===== config.mk =====
export PLATFORM = sky130hd
export DESIGN_NAME = acic_core
export DESIGN_NICKNAME = d
export VERILOG_FILES = /design/src/acic_pkg.sv /design/src/acic_if.sv /design/src/acic_irq_mask.sv /design/src/acic_core.sv
export SDC_FILE = /design/constraint.sdc
export NUM_CORES = 1
export LEC_CHECK = 0
export BUFFER_PORTS_ARGS = -buffer_cell sky130_fd_sc_hd__buf_2
export CAP_MARGIN = 0
export CORE_MARGIN = 1.5
export CORE_UTILIZATION = 55
export CTS_CLUSTER_SIZE = 20
export DETAILED_ROUTE_END_ITERATION = 16
export GPL_ROUTABILITY_DRIVEN = 0
export PLACE_DENSITY_LB_ADDON = 0.2
export SLEW_MARGIN = 10
export SYNTH_ARGS = -nofsm -noshare
export SYNTH_HDL_FRONTEND = slang
export SYNTH_SLANG_ARGS = --single-unit
export TNS_END_PERCENT = 20

===== constraint.sdc =====
create_clock -name CLK_SYS -period 5.9 [get_ports CLK_SYS]
set_clock_uncertainty 0.15 [all_clocks]
set_input_delay 0.885 -clock CLK_SYS [delete_from_list [all_inputs] [get_ports CLK_SYS]]
set_output_delay 0.885 -clock CLK_SYS [all_outputs]
set_load 0.03 [all_outputs]

===== src/acic_pkg.sv =====
package acic_pkg;
  localparam int ACC_W = 16;
  localparam int BYTE_W = 8;
  localparam logic [15:0] ACC_RST = 16'h0000;
  localparam logic [1:0] CC_RST = 2'h0;
  localparam logic ROL_RST = 1'b0;
  localparam logic MASK_RST = 1'b0;
  localparam logic [15:0] ONE_WORD = 16'h0001;
  typedef enum logic [2:0] {
    ACIC_NOP = 3'h0,
    ACIC_ONES = 3'h1,
    ACIC_TWOS = 3'h2,
    ACIC_INC = 3'h3,
    ACIC_DEC = 3'h4,
    ACIC_IDIS = 3'h5,
    ACIC_IENA = 3'h6
  } acic_op_t;
endpackage : acic_pkg


===== src/acic_if.sv =====
`timescale 1ns/1ps
interface acic_irq_if;
  logic disable_pulse;
  logic enable_pulse;
  logic [1:0] req;
  logic [1:0] grant;
  logic masked;
  logic [1:0] pending;
  modport core (output disable_pulse, output enable_pulse, output req, input grant, input masked, input pending);
  modport mask (input disable_pulse, input enable_pulse, input req, output grant, output masked, output pending);
endinterface : acic_irq_if


===== src/acic_irq_mask.sv =====
`timescale 1ns/1ps
module acic_irq_mask
  import acic_pkg::*;
(
  input wire logic clk,
  input wire logic rst,
  input wire logic ack_ok,
  acic_irq_if.mask irq
);
  logic masked_q;
  logic [1:0] pend_q;
  logic [1:0] grant_q;
  wire logic [1:0] next_pend;
  wire logic [1:0] grant_sel;
  wire logic next_masked;
  // the disable strobe wins if both strobes collide
  assign next_masked = irq.disable_pulse ? 1'b1 : (irq.enable_pulse ? 1'b0 : masked_q);
  // one request at a time, process before time
  // a grant decided alongside the disable op would slip past the mask
  assign grant_sel = (masked_q || irq.disable_pulse || !ack_ok) ? 2'h0 :
                     (pend_q[0] ? 2'h1 : (pend_q[1] ? 2'h2 : 2'h0));
  // a new request wins over its own grant clear
  assign next_pend = (pend_q & ~grant_sel) | irq.req;
  always_ff @(posedge clk or posedge rst)
  begin
    if (rst)
    begin
      masked_q <= MASK_RST;
      pend_q <= 2'h0;
      grant_q <= 2'h0;
    end
    else
    begin
      masked_q <= next_masked;
      pend_q <= next_pend;
      grant_q <= grant_sel;
    end
  end
  assign irq.masked = masked_q;
  assign irq.pending = pend_q;
  assign irq.grant = grant_q;

  property p_no_grant_masked;
    @(posedge clk) disable iff (rst) masked_q |=> grant_q == 2'h0;
  endproperty
  a_no_grant_masked: assert property (p_no_grant_masked) else $error("grant while masked");
  property p_req_kept;
    @(posedge clk) disable iff (rst) (masked_q && !irq.enable_pulse && irq.req[0]) |=> pend_q[0];
  endproperty
  a_req_kept: assert property (p_req_kept) else $error("masked request lost");
  property p_enable_clears;
    @(posedge clk) disable iff (rst) (irq.enable_pulse && !irq.disable_pulse) |=> !masked_q;
  endproperty
  a_enable_clears: assert property (p_enable_clears) else $error("enable did not clear mask");
  property p_disable_sets;
    @(posedge clk) disable iff (rst) irq.disable_pulse |=> masked_q;
  endproperty
  a_disable_sets: assert property (p_disable_sets) else $error("disable did not set mask");
  c_held_then_served: cover property (@(posedge clk) disable iff (rst) masked_q && pend_q != 2'h0 ##[1:20] grant_q != 2'h0);
endmodule : acic_irq_mask


===== src/acic_core.sv =====
`timescale 1ns/1ps
module acic_core
  import acic_pkg::*;
(
  input wire logic CLK_SYS,
  input wire logic SYS_RST,
  input wire logic OP_VALID,
  input wire acic_pkg::acic_op_t OP_CODE,
  input wire logic [7:0] OP_IMM,
  input wire logic LOAD_VALID,
  input wire logic [15:0] LOAD_DATA,
  input wire logic ROL_SET_VALID,
  input wire logic ROL_SET_DATA,
  input wire logic PROC_IRQ,
  input wire logic TIME_IRQ,
  input wire logic IRQ_ACK_OK,
  output logic [15:0] ACCUMULATOR_ONE,
  output logic [1:0] COND_CODE,
  output logic RESULT_OF_LOGIC,
  output logic IRQ_MASKED,
  output logic [1:0] IRQ_PENDING,
  output logic PROC_IRQ_GRANT,
  output logic TIME_IRQ_GRANT
);
  import acic_pkg::*;
  acic_irq_if irq_bus ();
  logic [15:0] acc;
  logic [1:0] cc;
  logic rol;
  logic [1:0] proc_sync;
  logic [1:0] time_sync;
  logic [1:0] irq_q;
  wire logic do_ones;
  wire logic do_twos;
  wire logic do_inc;
  wire logic do_dec;
  wire logic [15:0] inv_acc;
  wire logic [15:0] neg_acc;
  wire logic [7:0] inc_lo;
  wire logic [7:0] dec_lo;
  wire logic [15:0] next_acc;
  wire logic [1:0] next_cc;
  wire logic [1:0] irq_edge;

  assign do_ones = OP_VALID && (OP_CODE == ACIC_ONES);
  assign do_twos = OP_VALID && (OP_CODE == ACIC_TWOS);
  assign do_inc = OP_VALID && (OP_CODE == ACIC_INC);
  assign do_dec = OP_VALID && (OP_CODE == ACIC_DEC);
  assign inv_acc = ~acc;
  assign neg_acc = inv_acc + ONE_WORD;
  // 8-bit sums drop the carry so the high byte never moves
  assign inc_lo = acc[7:0] + OP_IMM;
  assign dec_lo = acc[7:0] - OP_IMM;
  assign next_acc = do_ones ? inv_acc :
                    do_twos ? neg_acc :
                    do_inc ? {acc[15:8], inc_lo} :
                    do_dec ? {acc[15:8], dec_lo} :
                    LOAD_VALID ? LOAD_DATA : acc;
  // cc: 2'h0 zero, 2'h1 negative, 2'h2 positive
  assign next_cc = !do_twos ? cc :
                   (neg_acc == 16'h0000) ? 2'h0 : (neg_acc[15] ? 2'h1 : 2'h2);
  // rol only follows the logic unit, never these ops
  assign irq_edge = {time_sync[1], proc_sync[1]};

  assign irq_bus.disable_pulse = OP_VALID && (OP_CODE == ACIC_IDIS);
  assign irq_bus.enable_pulse = OP_VALID && (OP_CODE == ACIC_IENA);
  assign irq_bus.req = irq_edge & ~irq_q;

  acic_irq_mask u_mask (
    .clk(CLK_SYS),
    .rst(SYS_RST),
    .ack_ok(IRQ_ACK_OK),
    .irq(irq_bus.mask)
  );

  always_ff @(posedge CLK_SYS or posedge SYS_RST)
  begin
    if (SYS_RST)
    begin
      acc <= ACC_RST;
      cc <= CC_RST;
      rol <= ROL_RST;
      proc_sync <= 2'h0;
      time_sync <= 2'h0;
      irq_q <= 2'h0;
    end
    else
    begin
      acc <= next_acc;
      cc <= next_cc;
      rol <= ROL_SET_VALID ? ROL_SET_DATA : rol;
      proc_sync <= {proc_sync[0], PROC_IRQ};
      time_sync <= {time_sync[0], TIME_IRQ};
      irq_q <= irq_edge;
    end
  end

  always_ff @(posedge CLK_SYS or posedge SYS_RST)
  begin
    if (SYS_RST)
    begin
      ACCUMULATOR_ONE <= ACC_RST;
      COND_CODE <= CC_RST;
      RESULT_OF_LOGIC <= ROL_RST;
      IRQ_MASKED <= MASK_RST;
      IRQ_PENDING <= 2'h0;
      PROC_IRQ_GRANT <= 1'b0;
      TIME_IRQ_GRANT <= 1'b0;
    end
    else
    begin
      ACCUMULATOR_ONE <= next_acc;
      COND_CODE <= next_cc;
      RESULT_OF_LOGIC <= ROL_SET_VALID ? ROL_SET_DATA : rol;
      IRQ_MASKED <= irq_bus.masked;
      IRQ_PENDING <= irq_bus.pending;
      PROC_IRQ_GRANT <= irq_bus.grant[0];
      TIME_IRQ_GRANT <= irq_bus.grant[1];
    end
  end

  property p_ones_inv;
    @(posedge CLK_SYS) disable iff (SYS_RST) do_ones |=> ACCUMULATOR_ONE == ~$past(acc);
  endproperty
  a_ones_inv: assert property (p_ones_inv) else $error("ones complement wrong");
  property p_ones_cc;
    @(posedge CLK_SYS) disable iff (SYS_RST) do_ones |=> COND_CODE == $past(cc);
  endproperty
  a_ones_cc: assert property (p_ones_cc) else $error("ones complement touched codes");
  property p_twos_neg;
    @(posedge CLK_SYS) disable iff (SYS_RST) do_twos |=> (ACCUMULATOR_ONE + $past(acc)) == 16'h0000;
  endproperty
  a_twos_neg: assert property (p_twos_neg) else $error("twos complement wrong");
  property p_twos_cc;
    @(posedge CLK_SYS) disable iff (SYS_RST) do_twos |=> COND_CODE == ((ACCUMULATOR_ONE == 16'h0000) ? 2'h0 :
      (ACCUMULATOR_ONE[15] ? 2'h1 : 2'h2));
  endproperty
  a_twos_cc: assert property (p_twos_cc) else $error("twos complement codes wrong");
  property p_conv_rol;
    @(posedge CLK_SYS) disable iff (SYS_RST) ((do_ones || do_twos) && !ROL_SET_VALID) |=> RESULT_OF_LOGIC == $past(rol);
  endproperty
  a_conv_rol: assert property (p_conv_rol) else $error("conversion changed logic bit");
  property p_inc_low;
    @(posedge CLK_SYS) disable iff (SYS_RST) do_inc |=>
      ACCUMULATOR_ONE == {$past(acc[15:8]), 8'(($past(acc[7:0]) + $past(OP_IMM)))};
  endproperty
  a_inc_low: assert property (p_inc_low) else $error("increment wrong");
  property p_dec_low;
    @(posedge CLK_SYS) disable iff (SYS_RST) do_dec |=>
      ACCUMULATOR_ONE == {$past(acc[15:8]), 8'(($past(acc[7:0]) - $past(OP_IMM)))};
  endproperty
  a_dec_low: assert property (p_dec_low) else $error("decrement wrong");
  property p_incdec_keep;
    @(posedge CLK_SYS) disable iff (SYS_RST) ((do_inc || do_dec) && !ROL_SET_VALID) |=>
      (COND_CODE == $past(cc)) && (RESULT_OF_LOGIC == $past(rol));
  endproperty
  a_incdec_keep: assert property (p_incdec_keep) else $error("inc or dec changed state");
  property p_mask_keep;
    @(posedge CLK_SYS) disable iff (SYS_RST) ((irq_bus.disable_pulse || irq_bus.enable_pulse) && !ROL_SET_VALID) |=>
      (COND_CODE == $past(cc)) && (RESULT_OF_LOGIC == $past(rol));
  endproperty
  a_mask_keep: assert property (p_mask_keep) else $error("mask op changed state");
  property p_masked_out;
    @(posedge CLK_SYS) disable iff (SYS_RST) IRQ_MASKED |-> !PROC_IRQ_GRANT && !TIME_IRQ_GRANT ##1 1'b1;
  endproperty
  a_masked_out: assert property (p_masked_out) else $error("grant while masked output");
  property p_load_acc;
    @(posedge CLK_SYS) disable iff (SYS_RST) (LOAD_VALID && !(do_ones || do_twos || do_inc || do_dec)) |=>
      ACCUMULATOR_ONE == $past(LOAD_DATA);
  endproperty
  a_load_acc: assert property (p_load_acc) else $error("load did not land");
  property p_idle_acc;
    @(posedge CLK_SYS) disable iff (SYS_RST) (!LOAD_VALID && !(do_ones || do_twos || do_inc || do_dec)) |=>
      ACCUMULATOR_ONE == $past(acc);
  endproperty
  a_idle_acc: assert property (p_idle_acc) else $error("accumulator moved without an op");
  property p_cc_only_twos;
    @(posedge CLK_SYS) disable iff (SYS_RST) !do_twos |=> COND_CODE == $past(cc);
  endproperty
  a_cc_only_twos: assert property (p_cc_only_twos) else $error("codes moved without twos op");
  property p_rol_keep;
    @(posedge CLK_SYS) disable iff (SYS_RST) !ROL_SET_VALID |=> RESULT_OF_LOGIC == $past(rol);
  endproperty
  a_rol_keep: assert property (p_rol_keep) else $error("logic bit moved without a write");
  property p_incdec_high;
    @(posedge CLK_SYS) disable iff (SYS_RST) (do_inc || do_dec) |=> ACCUMULATOR_ONE[15:8] == $past(acc[15:8]);
  endproperty
  a_incdec_high: assert property (p_incdec_high) else $error("high byte moved on inc or dec");
  property p_disable_out;
    @(posedge CLK_SYS) disable iff (SYS_RST) irq_bus.disable_pulse |=> ##1 IRQ_MASKED;
  endproperty
  a_disable_out: assert property (p_disable_out) else $error("mask output not set");
  property p_enable_unmask;
    @(posedge CLK_SYS) disable iff (SYS_RST) (irq_bus.enable_pulse && !irq_bus.disable_pulse) |=> ##1 !IRQ_MASKED;
  endproperty
  a_enable_unmask: assert property (p_enable_unmask) else $error("mask output not cleared");
  property p_disable_blocks;
    @(posedge CLK_SYS) disable iff (SYS_RST) irq_bus.disable_pulse |=> ##1 (!PROC_IRQ_GRANT && !TIME_IRQ_GRANT);
  endproperty
  a_disable_blocks: assert property (p_disable_blocks) else $error("grant after disable op");
  property p_proc_served;
    @(posedge CLK_SYS) disable iff (SYS_RST)
      (irq_bus.pending[0] && !irq_bus.masked && !irq_bus.disable_pulse && IRQ_ACK_OK) |=> ##1 PROC_IRQ_GRANT;
  endproperty
  a_proc_served: assert property (p_proc_served) else $error("pending process request not served");
  property p_time_served;
    @(posedge CLK_SYS) disable iff (SYS_RST) (irq_bus.pending[1] && !irq_bus.pending[0] && !irq_bus.masked &&
      !irq_bus.disable_pulse && IRQ_ACK_OK) |=> ##1 TIME_IRQ_GRANT;
  endproperty
  a_time_served: assert property (p_time_served) else $error("pending time request not served");
  property p_no_ack;
    @(posedge CLK_SYS) disable iff (SYS_RST) !IRQ_ACK_OK |=> ##1 (!PROC_IRQ_GRANT && !TIME_IRQ_GRANT);
  endproperty
  a_no_ack: assert property (p_no_ack) else $error("grant without ack");
  property p_grant_one;
    @(posedge CLK_SYS) disable iff (SYS_RST) !(PROC_IRQ_GRANT && TIME_IRQ_GRANT);
  endproperty
  a_grant_one: assert property (p_grant_one) else $error("two grants at once");

  c_twos: cover property (@(posedge CLK_SYS) disable iff (SYS_RST) do_twos);
  c_dec_wrap: cover property (@(posedge CLK_SYS) disable iff (SYS_RST) do_dec && OP_IMM > acc[7:0]);
  c_mask_cycle: cover property (@(posedge CLK_SYS) disable iff (SYS_RST) irq_bus.disable_pulse ##[1:20] irq_bus.enable_pulse);
  c_load_refused: cover property (@(posedge CLK_SYS) disable iff (SYS_RST) LOAD_VALID && (do_inc || do_dec));
endmodule : acic_core


==> metrics.md, run 1 <==
| Metric | Value |
|---|---|
| DRT Wirelength | 7110 µm |
| Yosys cell types | 66 |
| Synth Register Bits | 35 |
| H-tree levels | 2 |
| Final setup TNS | 0 ns |
| Initial antenna violation count | 0 |
| Final Hold Fails | 0 |
| Maximum vdd drop | 0.2822 mV |
| Fmax | 323.2 MHz |
| Number of vias per cell | 6.184 |
| Rows | 25 |
| Ys Warns | 0 |
| Vias in the first global route | 2455 |
| Slew headroom | 0.2962 |
| Nets | 437 |
| Area contributors post-synth | dfrtp_1 31%, ha_1 6.7%, a21oi_1 3.9% |
| Die area | 5519 µm² |
| Startpoint Class | input port |
| Post-CTS Setup Repair Bufs | 0 |
| Hold Crit Depth | 0 |
| CTS clk-pin slew, worst paths | 0.07 ns |
| Syn_nets | 389 |
| Clk Latency, worst-skew pair | 0.30 ns |
| DR iter-0 viols | 252 |
| WHS Endpoint | PROC_IRQ_GRANT |
| CTS tree | built |
| Post-DRT Antenna Nets | 0 |
| Residual DRC | 0 |
| Lkg Pwr | 1.439 nW |
| WP data arrival | 3.10 ns |
| Worst hold-check path type | reg2reg |
| Max Root-Sink Buffers | 2 |
| Kind of critical path | in2reg |
| Min cycle time layout | 3.094 ns |
| Layout cell share with drive strength beyond 1 | 0.2156 |
| Synth top area share | 0.3133 |
| Hold Slack | 0.2008 ns |
| Mapped cell area | 2795 µm² |
| Maximum fanout along the worst path | 15 |
| I/O pin total | 60 |
| Antenna diodes | 0 |
| Max-cap violations | 0 |
| Slew @ Worst Pin | 1.029 ns |
| Num Clock Sinks | 35 |
| Overall Global Routing Usage | 0.2648 |
| Hold Crit Start | u_mask.irq.grant[0] |
| Num CTS Buffers | 5 |
| RSZ-0062 raised after global routing | no |
| Routed len/inst | 15.73 µm |
| Chip width | 74.29 µm |
| Root Buffer | clkbuf_8 |
| Slew Limit Fails | 0 |
| Worst R2R Setup Slack | 3.03 ns |
| R2R Path Start | ACCUMULATOR_ONE[4] |
| Largest net degree at the start of global routing | 36 |
| Reg2reg end | ACCUMULATOR_ONE[7] |
| Port bufs | 59 |
| Die Ht | 74.29 µm |
| Ys flop type | dfrtp_1 |
| Cell count of the worst reg-to-reg path | 7 |
| Pwr Density | 379.2 nW/µm² |
| P&R area growth vs syn | 13.74% |
| Fin crit share | 0.5244 |
| CP Capture Type | flop |
| First-pass GRT wire length | 11330 µm |
| Initial Utilization | 0.5803 |
| Sequential area share after synthesis | 0.3133 |
| Asr flop ratio synth | 1.000 |
| Worst Path Required | 5.90 ns |
| EDFF count, synth | 0 |
| Total grt overflow | 0 |
| Outcome | complete, no violations |
| Syn_area_per_cell | 8.319 µm² |
| DRT Pass-1 Iters | 5 |
| DPL Wire Length | 5085 µm |
| Vias post-DR | 2795 |
| PostCTS Resize Cnt | 0 |
| Mapped Cells | 336 |
| Hold-fix buffers at CTS | 0 |
| Core area | 4817 µm² |
| Finish-stage setup viols | 0 |
| Largest area contributor in the netlist | dfrtp_1 |
==> Yosys cell counts (all sizes together), types with 3 or more instances <==
library cell	n
nand3	12
xor2	3
nand3b	3
nor4	4
mux2i	3
a21oi	22
o22ai	10
a311oi	7
xnor2	4
nor3b	6
ha	15
a221o	3
a31oi	12
clkbuf	11
dfrtp	35
o31ai	3
nand2	27
a211oi	5
nor2	19
or2	6
nor3	17
o211ai	4
nand4	7
a21o	3
inv	25
o21ai	18
buf	9
and3	7
==> per-layer routing <==
| metal | part of all wire | routed length [µm] | track usage | up-vias |
|---|---|---|---|---|
| li1 | - | - | - | 1354 |
| met1 | 0.46 | 3294 | 0.3587 | 1312 |
| met2 | 0.46 | 3277 | 0.4276 | 119 |
| met3 | 0.066 | 466 | 0.04743 | 10 |
| met4 | 0.010 | 71 | 0.09091 | 0 |
| met5 | 0 | 0 | 0 | - |
==> worst max-delay path: stages <==
cell and delay, ns:
buf_2 0.20, and4bb_1 0.39, nor3_2 0.79, a21boi_1 0.36, a221oi_1 0.11, a311oi_1 0.30
a31oi_1 0.06
==> cell type report <==
| type | count | area [µm²] |
|---|---|---|
| multi-input combinational | 256 | 1727 |
| clock inverter | 3 | 20.02 |
| fill | 446 | 1638 |
| clock buffer | 5 | 68.82 |
| tap | 67 | 83.83 |
| sequential | 35 | 875.8 |
| inverter | 25 | 93.84 |
| timing repair buffer | 61 | 310.3 |
==> worst max-delay path by stage <==
stage | end | slack, ns | from | depth (start not counted)
final | ACCUMULATOR_ONE[6] | 2.81 | OP_CODE[2] | 7
after global routing | ACCUMULATOR_ONE[6] | 2.68 | OP_CODE[2] | 7
after CTS | ACCUMULATOR_ONE[6] | 2.78 | OP_CODE[2] | 7
after detailed placement | ACCUMULATOR_ONE[6] | 2.48 | OP_CODE[2] | 7
after global placement | ACCUMULATOR_ONE[6] | 2.65 | OP_CODE[2] | 7
after floorplan | ACCUMULATOR_ONE[4] | 3.07 | OP_IMM[0] | 8
==> report_power, final <==
| part | internal, W | switching, W |
|---|---|---|
| Sequential | 0.000296 | 0.000116 |
| Combinational | 0.000232 | 0.000385 |
| Clock | 0.0000821 | 0.0000937 |
| Total | 0.000610 | 0.000595 |
==> stage by stage <==
step / util / power (W) / setup slack (ns) / instances / area [µm²]
floorplan: - / 0.0008674 / 3.072 / 336 / 2795
global placement: 0.6416 / 0.001006 / 2.650 / 444 / 3090
detailed placement: 0.6416 / 0.001024 / 2.477 / 444 / 3090
CTS: 0.6600 / 0.001199 / 2.784 / 452 / 3179
global route: 0.6600 / 0.001295 / 2.679 / 452 / 3179
finish: 0.6600 / 0.001205 / 2.806 / 452 / 3179
==> registers in the layout, indices dropped and copies added (netlist names) <==
register / flops
u_mask.irq.pending: 2
time_sync: 2
u_mask.irq.masked: 1
TIME_IRQ_GRANT: 1
IRQ_PENDING: 2
RESULT_OF_LOGIC: 1
proc_sync: 2
COND_CODE: 2
IRQ_MASKED: 1
PROC_IRQ_GRANT: 1
u_mask.irq.grant: 2
ACCUMULATOR_ONE: 16
irq_q: 2
==> kinds of logic (layout without fill, tap and decap cells) <==
logic type,Yosys count,in the layout,share of synthesized area
AND/OR/NAND/NOR,124,124,0.2525
buffers and inverters,45,94,0.06893
flip-flops,35,35,0.3133
XOR/XNOR,7,7,0.02193
multiplexers,4,4,0.01477
AO/OA/AOI/OAI,104,104,0.2471
adder cells (fa/ha/maj),17,17,0.08147
==> layout by cell type, fill, tap and decap left out, drive strengths merged, types with 5 or more instances in the layout <==
master / count
o22ai: 10
nor2: 19
nor3b: 6
a31oi: 12
nand2: 27
and3: 7
a21oi: 22
a211oi: 5
ha: 15
dfrtp: 35
nand3: 12
a311oi: 7
nand4: 7
or2: 6
buf: 61
nor3: 17
inv: 25
clkbuf: 5
o21ai: 18
Note: power is estimated with default switching activity, not from simulation.
==> inputs of run 2 (changes only) <==
ABC_AREA = 1   (was unset)
CORE_UTILIZATION = 50   (was 55)
clock period = 2.6 ns   (was 5.9 ns; I/O delays follow)
==> metrics.md, run 2 <==
| Metric | Value |
|---|---|
| Startpoint Class | flop |
| Critical path, cell by cell | inv_1, ha_1, inv_1, fa_1, nand2_1, nand2_1, and2_1, nor2_1, nor2_1, nand2_1, nand3b_1, nand3_1, a21oi_1 |
| Worst slack, placed | 0.4032 ns |
| Slew @ Worst Pin | 0.5075 ns |
| Fin crit share | 0.8465 |
| Max Root-Sink Buffers | 2 |
| Initial Utilization | 0.5217 |
| Syn_area_per_cell | 6.554 µm² |
| Post-CTS Setup Repair Bufs | 0 |
| CTS clk-pin slew, worst paths | 0.08 ns |
| RSZ-0062 raised after global routing | no |
| Die area | 6246 µm² |
| Post-synth top cells | 130 x nand2_1, 65 x inv_1, 51 x nor2_1, 48 x nand3_1, 35 x dfrtp_1 |
| Biggest register | ACCUMULATOR_ONE |
| Outcome | complete, no violations |
| Maximum vdd drop | 0.3770 mV |
| Vias post-DR | 2997 |
| Ys flop type | dfrtp_1 |
| Maximum fanout along the worst path | 8 |
| Number of vias per cell | 5.203 |
| P&R area growth vs syn | 16.84% |
| Rows | 27 |
| Chip width | 79.03 µm |
| WP data arrival | 2.24 ns |
| H-tree levels | 2 |
| Crit path buf inv count | 2 |
| Synth Register Bits | 35 |
| Synth top area share | 0.3030 |
| Commonest cells after routing, fill and taps aside | 130 x nand2_1, 65 x inv_1, 59 x buf_2, 51 x nor2_1, 48 x nand3_1 |
| Port bufs | 59 |
| Slew headroom | 0.6613 |
| Num Clock Sinks | 35 |
| First-pass GRT wire length | 12290 µm |
| Worst path depth | 13 |
| Max-cap violations | 0 |
| Residual DRC | 0 |
| Antenna diodes | 0 |
| Final Hold Fails | 0 |
| Die Ht | 79.03 µm |
| Final setup TNS | 0 ns |
| Lkg Pwr | 1.893 nW |
| Num CTS Buffers | 5 |
| Total grt overflow | 0 |
| Crit path top cell by count | nand2_1 |
| Fmax | 454.4 MHz |
| Overall Global Routing Usage | 0.2512 |
| Root Buffer | clkbuf_8 |
| CTS tree | built |
| Yosys cell types | 37 |
| Finish-stage setup viols | 0 |
| CP top delay family | simple AND/OR/NAND/NOR gates |
| EDFF count, synth | 0 |
| Cell count of the worst reg-to-reg path | 13 |
| Crit path launch | ACCUMULATOR_ONE[0] |
| Asr flop ratio synth | 1.000 |
| Kind of critical path | reg2reg |
| Initial antenna violation count | 0 |
| Post-DRT Antenna Nets | 0 |
| Mapped cell area | 2890 µm² |
| I/O pin total | 60 |
| Largest net degree at the start of global routing | 36 |
| Slew Limit Fails | 0 |
| PostCTS Resize Cnt | 0 |
| Most numerous cell in the Yosys netlist | nand2_1 |
| CP max stage delay | 0.40 ns |
| R2R Path Start | ACCUMULATOR_ONE[0] |
| Worst hold-check path type | in2async |
| Setup ws final | 0.3992 ns |
| Commonest non-fill, non-tap cell in the layout | nand2_1 |
| CP Capture Type | flop |
| Pwr Density | 603.7 nW/µm² |
| Ys Warns | 0 |
| Min cycle time layout | 2.201 ns |
| Clk Latency, worst-skew pair | 0.29 ns |
| DRT Pass-1 Iters | 4 |
| Largest register FFs | 16 |
| Routed len/inst | 12.94 µm |
| Sequential area share after synthesis | 0.3030 |
| Slowest CP cell | dfrtp_1 |
| Core area | 5540 µm² |
| Final Power | 0.002039 W |
| Largest area contributor in the netlist | dfrtp_1 |
| Vias in the first global route | 2732 |
| Syn_nets | 494 |
| Area contributors post-synth | dfrtp_1 30%, nand2_1 17%, inv_1 8.4% |
| Nets | 556 |
| DRT Wirelength | 7456 µm |
| Worst Path Required | 2.63 ns |
| Mapped Cells | 441 |
| DPL Wire Length | 5737 µm |
| DR iter-0 viols | 154 |
| Layout cell share with drive strength beyond 1 | 0.1905 |
| Hold-fix buffers at CTS | 0 |
## run 2: changes by cell type after synthesis, sizes merged, moves of 5 or more
cell	previous run	this run
nand2	27	131
inv	25	71
nand3	12	48
nor2	19	54
nor3	17	2
a31oi	12	1
o22ai	10	0
clkbuf	11	3
a311oi	7	0
and3	7	0
nor3b	6	0
a211oi	5	0
o21ai	18	23
## run 2: cell families (layout without fill, tap and decap cells)
family | Yosys count | count (layout) | share of synthesized area
simple gates | 246 | 246 | 0.3641
compound gates | 59 | 59 | 0.1316
xor+xnor | 4 | 4 | 0.01212
flops | 35 | 35 | 0.3030
buf+inv | 79 | 142 | 0.1065
mux | 1 | 1 | 0.003896
fa+ha+maj | 17 | 17 | 0.07879
## run 2: worst paths after layout
| path | slack [ns] | endpoint |
|---|---|---|
| worst max-delay path | 0.40 | ACCUMULATOR_ONE[4] |
| worst min register to register | 0.20 | proc_sync[1] |
| max in group asynchronous | 1.95 | ACCUMULATOR_ONE[0] |
| worst min-delay path | 0.04 | irq_q[0] |
| worst max register to register | 0.40 | ACCUMULATOR_ONE[4] |
| min in group CLK_SYS | 0.06 | time_sync[0] |
## run 2: where the power goes
group          total, W  switching [W]  internal (W)
logic          0.000827       0.000555      0.000272
registers      0.000714      0.0000912      0.000622
clock network  0.000498       0.000213      0.000285
## run 2: area by class of cell
type / count / area (µm²)
clock buffers: 5 / 68.82
clock inverters: 3 / 43.79
fillers: 550 / 2163
inverters: 71 / 266.5
multi-input cells: 327 / 1707
flip-flops and latches: 35 / 875.8
well taps: 72 / 90.09
repair buffers: 63 / 325.3
## run 2: through the flow
step                hold WS [ns]  instances  cell area, µm²  utilization
global placement          0.1814        568            3264       0.5892
global route             0.04984        576            3377       0.6095
detailed placement        0.1847        568            3264       0.5892
CTS                      0.04343        576            3377       0.6095
finish                   0.03501        576            3377       0.6095
floorplan                 0.1812        441            2890            -
## run 2: tightest hold or removal path, stage by stage
cell and delay (ns):
buf_2 0.09, inv_1 0.04, buf_4 0.39
## run 2: per-layer routing
layer	track usage	wire length, µm	share of wire
met1	0.3166	3279	0.44
met2	0.4282	3548	0.48
met3	0.03908	447	0.060
met4	0.1018	180	0.024
met5	0	0	0
==> inputs of run 3 (changes only) <==
clock period = 1.9 ns   (was 2.6 ns; I/O delays follow)
==> metrics.md, run 3 (synthesis gave the netlist of run 2 again) <==
| Metric | Value |
|---|---|
| Worst hold-check path type | in2reg |
| Cell area after layout | 3827 µm² |
| Area of the multi-input gates | 1854 µm² |
| Hold Slack | 0.08707 ns |
| Number of vias per cell | 5.205 |
| Clk Latency, worst-skew pair | 0.29 ns |
| Final setup TNS | -0.1263 ns |
| DPL Wire Length | 6294 µm |
| RSZ-0062 raised after global routing | yes |
| Initial Utilization | 0.5217 |
| Fill cell count | 462 |
| Die area | 6246 µm² |
| Gate power share | 0.488 |
| Lkg Pwr | 2.069 nW |
| H-tree levels | 2 |
| Fmax | 510.0 MHz |
| Hold Crit Depth | 2 |
| Hold Crit Start | ROL_SET_DATA |
| Residual DRC | 0 |
| Biggest register | ACCUMULATOR_ONE |
| Max Root-Sink Buffers | 2 |
| Kind of critical path | reg2reg |
| DR iter-0 viols | 214 |
| Worst R2R Setup Slack | -0.06 ns |
| Cell count of the worst reg-to-reg path | 9 |
| CTS clk-pin slew, worst paths | 0.07 ns |
| Final Hold Fails | 0 |
| Num CTS Buffers | 5 |
| Reg power frac | 0.331 |
| Slew @ Worst Pin | 0.4483 ns |
| Overall Global Routing Usage | 0.2733 |
| Share of total power in the clock network | 0.180 |
| Routed len/inst | 13.37 µm |
| Num Clock Sinks | 35 |
| Vias post-DR | 3206 |
| First-pass GRT wire length | 13520 µm |
| Min cycle time layout | 1.961 ns |
| CTS tree | built |
| Largest register FFs | 16 |
| DRT Wirelength | 8238 µm |
| Core area | 5540 µm² |
| Commonest cells after routing, fill and taps aside | 127 x nand2_1, 63 x inv_1, 59 x buf_2, 45 x nor2_1, 45 x nand3_1 |
| I/O pin total | 60 |
| DP Area | 3568 µm² |
| Setup ws final | -0.06083 ns |
| Vias in the first global route | 3094 |
| Slew headroom | 0.7011 |
| Final Core Density | 0.6908 |
| Fin crit share | 1.032 |
| Pint | 0.001686 W |
| P&R area growth vs syn | 32.42% |
| Outcome | finished, violations left |
| Switching power | 0.001253 W |
| Reg2reg end | ACCUMULATOR_ONE[2] |
| Rows | 27 |
| Port bufs | 59 |
| Layout cell share with drive strength beyond 1 | 0.3051 |
| Initial antenna violation count | 0 |
| Largest net degree at the start of global routing | 36 |
| Post-DRT Antenna Nets | 0 |
| Chip width | 79.03 µm |
| Worst slack, placed | -0.1147 ns |
| Maximum fanout along the worst path | 3 |
| Register Area | 883.3 µm² |
| Maximum vdd drop | 0.4430 mV |
| Die Ht | 79.03 µm |
| DRT Pass-1 Iters | 5 |
| Commonest non-fill, non-tap cell in the layout | nand2_1 |
| WP data arrival | 1.98 ns |
| CP Capture Type | flop |
| Sw frac | 0.4263 |
| Antenna diodes | 0 |
| WHS Endpoint | RESULT_OF_LOGIC |
| Nets | 596 |
| Finish-stage setup viols | 3 |
| Startpoint Class | flop |
| Root Buffer | clkbuf_8 |
| Pwr Density | 767.9 nW/µm² |
| Slew Limit Fails | 0 |
| Worst Path Required | 1.92 ns |
| Max-cap violations | 0 |
| Failing checks | negative setup slack |
| Total grt overflow | 0 |
| R2R Path Start | ACCUMULATOR_ONE[0] |
==> run 3: stage by stage <==
stage	std cells	power, W
floorplan	441	0.001812
global placement	604	0.002262
detailed placement	604	0.002294
CTS	616	0.002868
global route	616	0.003150
finish	616	0.002939
==> run 3: power by group through the flow <==
stage / Sequential, W / Combinational (W) / Clock [W]
after global routing: 0.000988 / 0.00158 / 0.000582
after detailed placement: 0.000976 / 0.00132 / 0
final: 0.000974 / 0.00144 / 0.000530
after floorplan: 0.00113 / 0.000678 / 0
after CTS: 0.000964 / 0.00136 / 0.000545
after global placement: 0.000969 / 0.00129 / 0
==> run 3: final cells by class <==
type,instances,share of cell area
multi-input combinational,327,0.4845
sequential,35,0.2308
timing repair buffer,103,0.1687
inverter,71,0.07028
tap,72,0.02354
clock buffer,6,0.01896
clock inverter,2,0.003269
==> run 3: worst max path at each step <==
stage	start	to	slack (ns)	depth (start not counted)
after floorplan	ACCUMULATOR_ONE[0]	ACCUMULATOR_ONE[4]	-0.08	13
after global placement	ACCUMULATOR_ONE[0]	COND_CODE[1]	-0.03	11
after detailed placement	ACCUMULATOR_ONE[0]	COND_CODE[1]	-0.11	11
after CTS	ACCUMULATOR_ONE[0]	ACCUMULATOR_ONE[2]	-0.06	9
after global routing	ACCUMULATOR_ONE[0]	ACCUMULATOR_ONE[4]	-0.16	13
final	ACCUMULATOR_ONE[0]	ACCUMULATOR_ONE[2]	-0.06	9
==> run 3: metal layers <==
layer  global-route usage  up-vias  share of wire
li1                     -     1603              -
met1               0.3229     1479           0.43
met2               0.4983      106           0.50
met3              0.04828       18          0.050
met4              0.08772        0          0.020
met5                    0        -              0
==> run 3: worst max-delay path, stage by stage, from the launching register on <==
cell       delay (ns)
dfrtp_2          0.44
inv_4            0.08
ha_4             0.12
inv_2            0.04
fa_2             0.34
or2_2            0.30
nand3_1          0.10
o2111ai_1        0.13
nand3_1          0.09
a21oi_1          0.07
==> run 3: what timing repair did <==
item,4_1_cts,5_1_grt
buffers inserted,1,0
pin swaps,1,2
endpoints found under the setup margin,11,14
hold endpoints to repair,37,0
hold buffers,3,0
gates resized for setup,7,25
